### src/core/lsd_pkg.sv
// Package of constants for the LED sink driver serial control block
package lsd_pkg;
    localparam int CHANNELS       = 16;                  // Number of sink channels
    localparam int TRIM_WIDTH     = 7;                   // Bits per current trim word
    localparam int TRIM_MAX       = 127;                 // Full-scale trim value
    localparam int TRIM_BITS      = CHANNELS * TRIM_WIDTH; // Trim packet length, 112
    localparam int ONOFF_BITS     = CHANNELS;            // On/off packet length, 16
    localparam int CLK_PERIOD_NS  = 100;                 // Core clock period in ns
    localparam int STAGGER_NS     = 20;                  // Per-channel switching delay in ns
    localparam int OPEN_SAMPLE_NS = 1000;                // Open-LED sample delay after turn-on in ns
    // Longest time rounds down, at least one cycle
    localparam int STAGGER_CYC_RAW = STAGGER_NS / CLK_PERIOD_NS;
    localparam int STAGGER_CYC     = (STAGGER_CYC_RAW < 1) ? 1 : STAGGER_CYC_RAW;
    // Least time rounds up
    localparam int OPEN_SAMPLE_CYC = (OPEN_SAMPLE_NS + CLK_PERIOD_NS - 1) / CLK_PERIOD_NS;
    localparam int CNT_WIDTH       = 8;                  // Width of per-channel delay counters
    localparam logic [CHANNELS-1:0]  ONOFF_RESET = 16'h0000; // On/off register after reset
    localparam logic [TRIM_BITS-1:0] TRIM_RESET  = '0;       // Trim register after reset
    localparam int ST_THERMAL   = 0;                     // Interrupt status bit: thermal flag
    localparam int ST_OPEN      = 1;                     // Interrupt status bit: open-LED flag
    localparam int ST_LATCH     = 2;                     // Interrupt status bit: latch done
    localparam int ST_WIDTH     = 3;                     // Width of status and mask
    localparam logic [ST_WIDTH-1:0] MASK_RESET = 3'h0;   // Mask after reset, all masked
    localparam logic [1:0] ADDR_STATUS = 2'h0;           // Interrupt status, write one to clear
    localparam logic [1:0] ADDR_MASK   = 2'h1;           // Interrupt mask
    localparam logic [1:0] ADDR_ONOFF  = 2'h2;           // On/off register, read only
    localparam logic [1:0] ADDR_OPEN   = 2'h3;           // Open-LED flags, read only
endpackage

### src/core/lsd_serial_ctrl.sv
// Serial control logic of the sixteen channel LED sink driver
//
// Notes on behaviour
// - Hold seven-bit current trim per channel.
// - Trim packet is 112 bits, MSB first.
// - Mode high selects 112-bit trim path.
// - Latch rise in trim mode loads trim.
// - Disable high forces every channel off.
// - On/off packet 16 bits, bit n channel n.
// - Mode low, latch rise loads on/off register.
// - Mode low, latch fall reloads shifter with open status.
// - Channel n switches n stagger steps later.
// - Delayed channels complete on and off anyway.
// - Shift clock rise shifts serial input in.
// - Bits leaving shifter appear on serial out.
// - Error output open drain, low on flags.
// - Disable high masks open-LED from error.
// - Over-temperature sets thermal flag, error low.
// - Open flag sampled 1 us after turn-on.
`timescale 1ns/100ps
module lsd_serial_ctrl
    import lsd_pkg::*;
#(
    parameter int CH   = lsd_pkg::CHANNELS,
    parameter int TW   = lsd_pkg::TRIM_WIDTH
)(
    input  wire logic                     core_clk_i,      // Core clock, 10 MHz
    input  wire logic                     nrst_i,          // Asynchronous reset, active low
    input  wire logic                     clk_en_i,        // Clock enable, freezes all state when low
    input  wire logic                     shift_clk_i,     // Serial shift clock pin
    input  wire logic                     serial_in_i,     // Serial data pin
    input  wire logic                     latch_strobe_i,  // Latch strobe pin
    input  wire logic                     mode_sel_i,      // Mode select, high selects trim path
    input  wire logic                     out_disable_i,   // Output disable pin, high blanks all
    input  wire logic                     over_temp_i,     // Over-temperature indication
    input  wire logic [CH-1:0]            out_low_i,       // Channel output below open threshold
    input  wire logic [1:0]               addr_i,          // Register address
    input  wire logic [31:0]              wdata_i,         // Register write data
    input  wire logic                     wr_i,            // Register write strobe
    input  wire logic                     rd_i,            // Register read strobe
    output logic      [31:0]              rdata_o,         // Register read data, cycle after read
    output logic                          irq_o,           // Level interrupt
    output logic                          serial_out_o,    // Serial data out
    output logic      [CH-1:0]            sink_en_o,       // Per-channel sink enable after stagger
    output logic      [CH*TW-1:0]         current_trim_o,  // Trim words, channel 0 in low bits
    output logic                          error_out_n_o,   // Open-drain error output level, always 0
    output logic                          error_out_n_oe_o // Error pin drive enable, high pulls low
);
    import lsd_pkg::*;

    localparam int TB = CH * TW;          // Trim shifter length



    // Pins arrive asynchronously
    //
    // Pin synchronisers: three stages, a change counts once stages two and three agree
    logic [2:0]     sclk_sync_reg;        // Shift clock synchroniser
    logic [2:0]     sin_sync_reg;         // Serial data synchroniser
    logic [2:0]     lat_sync_reg;         // Latch synchroniser
    logic [2:0]     mode_sync_reg;        // Mode synchroniser
    logic [2:0]     dis_sync_reg;         // Disable synchroniser
    logic [2:0]     temp_sync_reg;        // Over-temperature synchroniser
    logic           sclk_st_reg;          // Accepted shift clock level
    logic           lat_st_reg;           // Accepted latch level
    logic           mode_st_reg;          // Accepted mode level
    logic           dis_st_reg;           // Accepted disable level
    logic           temp_st_reg;          // Accepted over-temperature level
    logic [CH-1:0]  low_s1_reg;           // Output-voltage comparators, stage 1
    logic [CH-1:0]  low_s2_reg;           // Stage 2
    logic [CH-1:0]  low_s3_reg;           // Stage 3



    // Holds the last level while stages differ
    //
    // Agreement of stages two and three of a synchroniser
    function automatic logic agreed(input logic [2:0] s, input logic prev);
        agreed = (s[1] == s[2]) ? s[2] : prev;
    endfunction



    // Stage one may go metastable
    //
    // Synchroniser shift for all pins
    always_ff @(posedge core_clk_i or negedge nrst_i)
    begin
        if (!nrst_i)
        begin
            sclk_sync_reg <= 3'h0;
            sin_sync_reg  <= 3'h0;
            lat_sync_reg  <= 3'h0;
            mode_sync_reg <= 3'h0;
            dis_sync_reg  <= 3'h7;     // Blanked until the pin is seen
            temp_sync_reg <= 3'h0;
            low_s1_reg    <= '0;
            low_s2_reg    <= '0;
            low_s3_reg    <= '0;
        end
        else if (clk_en_i)
        begin
            sclk_sync_reg <= {sclk_sync_reg[1:0], shift_clk_i};
            sin_sync_reg  <= {sin_sync_reg[1:0], serial_in_i};
            lat_sync_reg  <= {lat_sync_reg[1:0], latch_strobe_i};
            mode_sync_reg <= {mode_sync_reg[1:0], mode_sel_i};
            dis_sync_reg  <= {dis_sync_reg[1:0], out_disable_i};
            temp_sync_reg <= {temp_sync_reg[1:0], over_temp_i};
            low_s1_reg    <= out_low_i;
            low_s2_reg    <= low_s1_reg;
            low_s3_reg    <= low_s2_reg;
        end
    end



    // Edges come from these levels
    //
    // Accepted levels, updated only when stages two and three agree
    always_ff @(posedge core_clk_i or negedge nrst_i)
    begin
        if (!nrst_i)
        begin
            sclk_st_reg <= 1'b0;
            lat_st_reg  <= 1'b0;
            mode_st_reg <= 1'b0;
            dis_st_reg  <= 1'b1;
            temp_st_reg <= 1'b0;
        end
        else if (clk_en_i)
        begin
            sclk_st_reg <= agreed(sclk_sync_reg, sclk_st_reg);
            lat_st_reg  <= agreed(lat_sync_reg, lat_st_reg);
            mode_st_reg <= agreed(mode_sync_reg, mode_st_reg);
            dis_st_reg  <= agreed(dis_sync_reg, dis_st_reg);
            temp_st_reg <= agreed(temp_sync_reg, temp_st_reg);
        end
    end



    // Events last one cycle each
    //
    // Edge events of the accepted levels
    logic sclk_rise;                      // Shift clock rising edge
    logic lat_rise;                       // Latch rising edge
    logic lat_fall;                       // Latch falling edge
    assign sclk_rise = clk_en_i && !sclk_st_reg && agreed(sclk_sync_reg, sclk_st_reg);
    assign lat_rise  = clk_en_i && !lat_st_reg && agreed(lat_sync_reg, lat_st_reg);
    assign lat_fall  = clk_en_i && lat_st_reg && !agreed(lat_sync_reg, lat_st_reg);



    // Both shifters kept at all times
    //
    // Shift registers and latched data
    logic [TB-1:0]  trim_shift_reg;       // 112-bit trim input shifter
    logic [CH-1:0]  onoff_shift_reg;      // 16-bit on/off input shifter
    logic [TB-1:0]  trim_reg;             // Current trim register
    logic [CH-1:0]  onoff_reg;            // On/off register
    logic [CH-1:0]  open_flag_reg;        // Per-channel open-LED flags



    // Moves only in trim mode
    //
    // Trim path shifter, MSB first so the first bit ends at the top
    always_ff @(posedge core_clk_i or negedge nrst_i)
    begin
        if (!nrst_i)
            trim_shift_reg <= '0;
        else if (sclk_rise && mode_st_reg)
            trim_shift_reg <= {trim_shift_reg[TB-2:0], sin_sync_reg[2]};
    end



    // Reload wins over a shift
    //
    // On/off shifter, reloaded with open status on the latch fall
    always_ff @(posedge core_clk_i or negedge nrst_i)
    begin
        if (!nrst_i)
            onoff_shift_reg <= '0;
        else if (lat_fall && !mode_st_reg)
            onoff_shift_reg <= open_flag_reg;
        else if (sclk_rise && !mode_st_reg)
            onoff_shift_reg <= {onoff_shift_reg[CH-2:0], sin_sync_reg[2]};
    end



    // Mode picks the destination
    //
    // Latching on the strobe rise into the register chosen by mode
    always_ff @(posedge core_clk_i or negedge nrst_i)
    begin
        if (!nrst_i)
        begin
            trim_reg  <= TRIM_RESET;
            onoff_reg <= ONOFF_RESET;
        end
        else if (lat_rise)
        begin
            if (mode_st_reg)
                trim_reg <= trim_shift_reg;
            else
                onoff_reg <= onoff_shift_reg;
        end
    end



    // One cycle behind the shifter
    //
    // Serial output from the shifter top of the selected path; the chain needs no extra stage
    always_ff @(posedge core_clk_i or negedge nrst_i)
    begin
        if (!nrst_i)
            serial_out_o <= 1'b0;
        else if (clk_en_i)
            serial_out_o <= mode_st_reg ? trim_shift_reg[TB-1] : onoff_shift_reg[CH-1];
    end



    // Analogue trim sits outside
    //
    // Trim words out; word for channel 15 was shifted first so it sits at the top
    assign current_trim_o = trim_reg;



    // Stagger limits inrush current
    //
    // Per-channel stagger and open-LED sampling
    logic [CH-1:0]  demand;               // Requested sink state before stagger
    logic [CH-1:0]  sink_reg;             // Staggered sink state
    logic           open_any;             // Any open-LED flag set
    assign demand = onoff_reg & {CH{!dis_st_reg}};

    generate
        for (genvar n = 0; n < CH; n++)
        begin : g_ch
            logic [CNT_WIDTH-1:0] dly_reg;      // Stagger countdown
            logic                 target_reg;   // State being delayed toward
            logic [CNT_WIDTH-1:0] smp_reg;      // Time since turn-on
            // A pending change runs to its end even if demand flips back, so
            // an on that started late still gives the full lit time
            always_ff @(posedge core_clk_i or negedge nrst_i)
            begin
                if (!nrst_i)
                begin
                    dly_reg    <= '0;
                    target_reg <= 1'b0;
                    sink_reg[n] <= 1'b0;
                end
                else if (clk_en_i)
                begin
                    if (dly_reg != '0)
                    begin
                        dly_reg <= dly_reg - 1'b1;
                        if (dly_reg == CNT_WIDTH'(1))
                            sink_reg[n] <= target_reg;
                    end
                    else if (demand[n] != sink_reg[n])
                    begin
                        if (n == 0)
                            sink_reg[n] <= demand[n];
                        else
                        begin
                            target_reg <= demand[n];
                            dly_reg    <= CNT_WIDTH'(n * STAGGER_CYC);
                        end
                    end
                end
            end


            // Flag kept until the next sample
            //
            // Count time on, sample the comparator once the settle time has passed
            always_ff @(posedge core_clk_i or negedge nrst_i)
            begin
                if (!nrst_i)
                begin
                    smp_reg          <= '0;
                    open_flag_reg[n] <= 1'b0;
                end
                else if (clk_en_i)
                begin
                    if (!sink_reg[n])
                        smp_reg <= '0;
                    else if (smp_reg != CNT_WIDTH'(OPEN_SAMPLE_CYC))
                        smp_reg <= smp_reg + 1'b1;
                    if (!dis_st_reg && sink_reg[n] && smp_reg == CNT_WIDTH'(OPEN_SAMPLE_CYC - 1))
                        open_flag_reg[n] <= (low_s2_reg[n] == low_s3_reg[n]) ? low_s3_reg[n] : open_flag_reg[n];
                end
            end
        end
    endgenerate

    assign sink_en_o = sink_reg;
    assign open_any  = |open_flag_reg;



    // Pin is shared by wired-OR
    //
    // Error pin: pull low on thermal, or on open-LED while not blanked
    logic thermal_flag;                   // Thermal flag
    assign thermal_flag = temp_st_reg;
    always_ff @(posedge core_clk_i or negedge nrst_i)
    begin
        if (!nrst_i)
            error_out_n_oe_o <= 1'b0;
        else if (clk_en_i)
            error_out_n_oe_o <= thermal_flag || (open_any && !dis_st_reg);
    end
    assign error_out_n_o = 1'b0;          // Open drain only ever drives low



    // Events gathered into three bits
    //
    // Interrupt status and mask
    logic [ST_WIDTH-1:0] status_reg;      // Sticky event bits
    logic [ST_WIDTH-1:0] mask_reg;        // One enables the bit onto irq
    logic [ST_WIDTH-1:0] events;          // Events this cycle
    assign events = {lat_rise, open_any, thermal_flag};



    // Clear takes a write of one
    //
    // Set wins over write-one-to-clear so no event is lost
    always_ff @(posedge core_clk_i or negedge nrst_i)
    begin
        if (!nrst_i)
            status_reg <= '0;
        else if (clk_en_i)
        begin
            if (wr_i && addr_i == ADDR_STATUS)
                status_reg <= (status_reg & ~wdata_i[ST_WIDTH-1:0]) | events;
            else
                status_reg <= status_reg | events;
        end
    end



    // Mask of zero hides all
    //
    // Mask register write
    always_ff @(posedge core_clk_i or negedge nrst_i)
    begin
        if (!nrst_i)
            mask_reg <= MASK_RESET;
        else if (clk_en_i && wr_i && addr_i == ADDR_MASK)
            mask_reg <= wdata_i[ST_WIDTH-1:0];
    end

    assign irq_o = |(status_reg & mask_reg);



    // Reads never stall the bus
    //
    // Read data, valid the cycle after the strobe only
    always_ff @(posedge core_clk_i or negedge nrst_i)
    begin
        if (!nrst_i)
            rdata_o <= '0;
        else if (clk_en_i)
        begin
            rdata_o <= '0;
            if (rd_i)
            begin
                case (addr_i)
                    ADDR_STATUS: rdata_o <= {{(32-ST_WIDTH){1'b0}}, status_reg};
                    ADDR_MASK:   rdata_o <= {{(32-ST_WIDTH){1'b0}}, mask_reg};
                    ADDR_ONOFF:  rdata_o <= {{(32-CH){1'b0}}, onoff_reg};
                    ADDR_OPEN:   rdata_o <= {{(32-CH){1'b0}}, open_flag_reg};
                    default:     rdata_o <= '0;
                endcase
            end
        end
    end
endmodule

### config.mk
export PLATFORM = sky130hd
export DESIGN_NAME = lsd_serial_ctrl
export DESIGN_NICKNAME = d
export VERILOG_FILES = /design/src/core/lsd_pkg.sv /design/src/core/lsd_serial_ctrl.sv
export SDC_FILE = /design/constraint.sdc
export NUM_CORES = 1
export LEC_CHECK = 0
export ABC_AREA = 1
export BUFFER_PORTS_ARGS = -buffer_cell sky130_fd_sc_hd__buf_4
export CORE_ASPECT_RATIO = 0.8
export CORE_MARGIN = 2
export CORE_UTILIZATION = 55
export DETAILED_ROUTE_END_ITERATION = 6
export HOLD_SLACK_MARGIN = 0.1
export PLACE_DENSITY = 0.74
export SLEW_MARGIN = 20
export SYNTH_ARGS = -nofsm -noshare
export SYNTH_HDL_FRONTEND = slang
export SYNTH_SLANG_ARGS = --single-unit
export TNS_END_PERCENT = 30
### constraint.sdc
create_clock -name core_clk_i -period 3.1 [get_ports core_clk_i]
set_input_delay 0.155 -clock core_clk_i [delete_from_list [all_inputs] [get_ports core_clk_i]]
set_output_delay 0.155 -clock core_clk_i [all_outputs]
set_load 0.1 [all_outputs]
[Yosys cells after proc, flatten, opt, wreduce, memory -nomap -nowiden]
Index checks and enable logic that the tools add are counted.
Word-level totals
  register bits after elaboration: 670
  input bits: 61
  output and inout port bits: 164
  word-level logic and storage cells: 505
Cells by class
  add/sub/neg operators: 32
  equality and inequality tests: 105
  muxes and demuxes: 73
  bitwise logic cells: 22
  reductions and logical operators: 171
Operator list (count)
  two-way mux 8 bit: 62
  AND reduction 3 bit: 47
  adder 8 x 1 -> 8 bit, second input constant: 16
  == test 8 x 1 -> 1 bit, second input constant: 16
  == test 8 x 4 -> 1 bit, second input constant: 16
  inequality test 8 x 4 -> 1 bit, second input constant: 16
  one-hot mux 32 bit (4 select lines): 1
  nonzero test 8 bit: 16
  subtractor 8 x 1 -> 8 bit, second input constant: 16
  AND reduction 2 bit: 37
  logical AND 1 bit: 45
  inequality test 2 x 1 -> 1 bit, second input constant: 17
  nonzero test 2 bit: 17
  two-way mux 16 bit: 2
  two-way mux 32 bit: 1
  == test 1 bit: 21
  AND 16 bit: 1
  inequality test 1 bit: 16
  inverter 1 bit: 16
  OR reduction 16 bit: 1
  AND 3 bit: 2
  two-way mux 1 bit: 6
  OR 3 bit: 2
  zero test 1 bit: 5
  other kinds (7): 8

[Logic depth before layout (Yosys ltp)]
  depth after elaboration: 6
  gate-level depth with buffers: 10
  depth with buffers taken out: 9

[Worst setup path after synthesis]
No wires, ideal clock.
  path type: register to register
  from: register sink_reg[15], in the netlist sink_en_o[15]
  to: register g_ch[15].smp_reg[1]
  arrival time: 1.907 ns
  data required time: 2.974 ns
  path slack: 1.067 ns
  cell stages (with the launch flop): 8
  buffers on the path: 2
  period minus slack after synthesis: 2.033 ns
  path through: dfrtp_1 -> buf_2 -> nand3_1 -> nor2_1 -> nand2_1 -> nand2_1 -> buf_2 -> o21ai_0
Between the ends
  word-level cells in the longest chain between the ends: 2
  elaborated cells between the ends (all ways): 3
  those cells by class: eq/ne: 1; mux: 1; reduce/logical: 1
RTL lines
  from (decl): RTL line lsd_serial_ctrl.sv:238  | logic [CH-1:0] sink_reg;
  from (signal, indexed assignment): RTL line lsd_serial_ctrl.sv:264  | sink_reg[n] <= target_reg;
  from (signal, indexed assignment): RTL line lsd_serial_ctrl.sv:269  | sink_reg[n] <= demand[n];
  inequality test 2 x 1 -> 1 bit (no line)
  AND reduction 2 bit (no line)
  to (signal assigned): RTL line lsd_serial_ctrl.sv:295  | smp_reg <= smp_reg + 1'b1;
  to (decl): RTL line lsd_serial_ctrl.sv:247  | logic [CNT_WIDTH-1:0] smp_reg;
Several ways; a longest one is shown, not always the timed one.
A chain may end at the register's enable or synchronous reset.

==> metrics.log <==
[metrics] post-detailed-route count of antenna-violating nets: 0
[metrics] met2 WL post-DR: 30500 um
[metrics] cell at the root of the clock tree: sky130_fd_sc_hd__clkbuf_16
[metrics] vias in the first global route: 24700
[metrics] violated checks: DRC
[metrics] most numerous cell in the Yosys netlist: sky130_fd_sc_hd__nand2_1
[metrics] detailed-route DRC error count: 1
[metrics] initial antenna violation count: 5
[metrics] number of gates given a new drive strength after cts: 0
[metrics] number of synthesized flops with an enable pin: 0
[metrics] share of synthesized registers carrying an async set or reset: 100%
[metrics] Crit path required time: 3.65 ns
[metrics] Yosys top cell by area: sky130_fd_sc_hd__dfrtp_1
[metrics] fraction of final layout cells with drive strength greater than 1: 8.07%
[metrics] wire length of the first global-routing pass: 121000 um
[metrics] Routability Congestion: 0.872
[metrics] CTS max path bufs: 3
[metrics] die height: 222 um
[metrics] number of sinks handled by clock tree synthesis: 654
[metrics] DR vias/cell: 5.11
[metrics] number of warnings reported in the yosys synthesis log: 0
[metrics] number of detailed-routing iterations run before antenna repair: 7
[metrics] largest net degree at the start of global routing: 224
[metrics] relative contribution of sequential cells to total power: 39.1%
[metrics] Comb pwr share: 35.0%
[metrics] number of buffer and inverter stages on the critical path: 5
[metrics] Final Slew Violations: 0
[metrics] cells taking the most area after synthesis: sky130_fd_sc_hd__dfrtp_1 50%, sky130_fd_sc_hd__nand2_1 15%, sky130_fd_sc_hd__o21ai_0 6.2%, sky130_fd_sc_hd__nand3_1 5.8%, sky130_fd_sc_hd__inv_1 5.7%
[metrics] portion of total power attributed to the clock network: 25.9%
[metrics] Max Cap Violations: 0
[metrics] Worst R2R Path Depth: 5
[metrics] die width: 276 um
[metrics] Critical Setup Path Class: input port to register
[metrics] Detail Route met3 WL: 4530 um
[metrics] Register-to-Register Setup Slack: 1.07 ns
[metrics] post-synth cell types: 37
[metrics] cell internal pwr: 18.5 mW
[metrics] # H-tree levels: 3
[metrics] Placement Rows: 79
[metrics] kind of launch point of the worst setup path: input port
[metrics] Post-Syn Area per Cell: 7.72 um^2
[metrics] I/O Buffers: 178
[metrics] fillers: 5027
[metrics] aggregate routed wire length: 70700 um
[metrics] Net Sw Frac: 42.0%
[metrics] final-report hold violation count: 0
[metrics] top cell family by delay on the critical path: buffers and inverters
[metrics] wire per inst: 13.6 um
[metrics] global routing usage summed across all routing layers: 23.7%
[metrics] class of the most critical hold timing path: input port to async pin
[metrics] clock transition at the registers of the reported paths: 0.06 ns
[metrics] clock tree from TritonCTS: yes
[metrics] clock skew after layout: 0.0157 ns
[metrics] net count of the finished layout: 4525
[metrics] DR vias: 26600
[metrics] final instance area: 37100 um^2
[metrics] most frequently used flop master after synthesis: sky130_fd_sc_hd__dfrtp_1
[metrics] routed length on met1: 34200 um
[metrics] uppermost layer routed: met5
[metrics] Data arrival, critical path: 3.04 ns
[metrics] crit end category: register
[metrics] CTS Buf Count: 68
[metrics] post-detailed-placement cell area: 34400 um^2
[metrics] io pins: 225
[metrics] list of most frequent post-synthesis cells: 1280 x sky130_fd_sc_hd__nand2_1, 650 x sky130_fd_sc_hd__dfrtp_1, 496 x sky130_fd_sc_hd__inv_1
[metrics] HPWL after detailed placement: 47100 um
[metrics] Sw Pwr: 13.5 mW
[metrics] Critical Path Fanout Max: 98
[metrics] worst slew slack as a fraction of its limit: 32.5%
[metrics] full die area: 61100 um^2
[metrics] FF+latch count, synth: 654
[metrics] Setup TNS: 0 ns
[metrics] RSZ-0062 raised after global routing: no
[metrics] Critical R2R Capture: trim_shift_reg[18]
[metrics] power density normalized to cell area: 863 nW/um^2
[metrics] run status: finished, violations left
[metrics] maximum resistive drop on vdd: 0.960 mV
[metrics] final critical-path required period: 2.48 ns
[metrics] Slew @ Worst Pin: 1.01 ns
[metrics] number of violations reported at the end of detailed-routing iteration 0: 1927
[metrics] layout overhead on the synthesized area: 14.0%
[metrics] launch point of the critical path: clk_en_i
[metrics] Static Leak: 18.4 nW
[metrics] critical path cell sequence: dlygate4sd3_1 -> buf_6 -> buf_12 -> nand2_1 -> nor2_1 -> dlygate4sd3_1 -> nand2_1 -> dlygate4sd3_1 -> nand2_1
[metrics] worst flop-to-flop path startpoint: mode_st_reg
[metrics] highest achievable clock rate: 0.402 GHz
[metrics] Synth Cell Area: 32500 um^2
[metrics] Final Cycle Share: 80.1%
[metrics] crit path max-delay cell type: sky130_fd_sc_hd__dlygate4sd3_1
[metrics] fraction of the yosys area taken by sequential cells: 50.3%
[metrics] top cell type's share of synthesized area: 50.0%
[metrics] clock insertion delay at the later pin of the skew report: 0.61 ns
[metrics] global-route congestion overflow total: 0
[metrics] initial core utilization: 55.8%
[metrics] slowest cell delay on critical path: 0.57 ns
[metrics] Core ar.: 58300 um^2
[metrics] final number of setup-violating endpoints: 0
[metrics] number of standard cells after synthesis: 4214
## stage by stage
step                      instances  power, mW  util, %  worst slack (ns)  hold WS [ns]
final                          5206       32.0     63.6             0.615         0.125
after global routing           5206       34.1     63.6             0.497         0.159
after CTS                      5204       32.2     63.6             0.660         0.120
after detailed placement       5046       23.7     59.1              1.09         0.149
after global placement         5046       23.5     59.1              1.12         0.140
after floorplan                4230       21.0        -              1.07        -0.141
## metal layers
metal / vias up / GRT usage, %
met5: - / 0
met4: 4 / 5.86
met3: 100 / 5.12
met2: 531 / 35.2
met1: 12400 / 35.4
li1: 13600 / -
## placed cells by master, fill, tap and decap left out, types with 6 or more instances in the layout
cell type                       instances
sky130_fd_sc_hd__nand3b_1              12
sky130_fd_sc_hd__o21ai_0              405
sky130_fd_sc_hd__nand3_1              377
sky130_fd_sc_hd__xor2_1                50
sky130_fd_sc_hd__conb_1                17
sky130_fd_sc_hd__clkinv_2              14
sky130_fd_sc_hd__clkbuf_1              12
sky130_fd_sc_hd__inv_1                496
sky130_fd_sc_hd__or2_2                 23
sky130_fd_sc_hd__nor2_1               424
sky130_fd_sc_hd__nor3_1                16
sky130_fd_sc_hd__nand4_1               42
sky130_fd_sc_hd__clkbuf_16             69
sky130_fd_sc_hd__clkbuf_8              16
sky130_fd_sc_hd__nand2_1             1280
sky130_fd_sc_hd__dlygate4sd3_1         36
sky130_fd_sc_hd__buf_12                11
sky130_fd_sc_hd__o21bai_2               6
sky130_fd_sc_hd__o22ai_1               14
sky130_fd_sc_hd__a21oi_1              127
sky130_fd_sc_hd__o21bai_1              21
sky130_fd_sc_hd__buf_4                191
sky130_fd_sc_hd__dfrtp_1              650
sky130_fd_sc_hd__ha_1                  81
## timing repair
item	CTS	global route
setup buffers	0	0
hold buffers	36	0
endpoints found under the hold margin	699	0
## power groups by stage
stage	combinational, mW	clock (mW)	sequential (mW)
2_1_floorplan	5.32	0	15.7
3_3_place_gp	10.9	0	12.6
3_5_place_dp	11.2	0	12.6
4_1_cts	11.2	8.49	12.5
5_1_grt	12.5	8.86	12.8
6_report	11.2	8.30	12.5
## worst max-delay path by stage
stage,cells after the start,end,slack (ns)
3_3_place_gp,9,open_flag_reg[1],1.12
3_5_place_dp,9,open_flag_reg[1],1.09
5_1_grt,9,rdata_o[0],0.50
4_1_cts,9,rdata_o[0],0.66
6_report,9,rdata_o[0],0.62
2_1_floorplan,7,g_ch[15].smp_reg[1],1.07
## final cells by class
class / instances / area, um^2 / share of cell area [%]
antenna: 2 / 5.00 / 0.0135
timing repair buffer: 240 / 2040 / 5.50
clock buffer: 97 / 1990 / 5.37
tap: 769 / 962 / 2.59
multi-input combinational: 2921 / 13600 / 36.5
clock inverter: 25 / 308 / 0.830
inverter: 498 / 1870 / 5.04
sequential: 654 / 16400 / 44.1
## logic make-up after synthesis
logic type	share of synthesized area, %
simple gates	27.5
buf+inv	8.27
flops	50.3
compound gates	9.33
fa+ha+maj	3.11
xor+xnor	1.45
other cells	0.0115
mux	0.0308
Note: power is estimated with default switching activity, not from simulation.
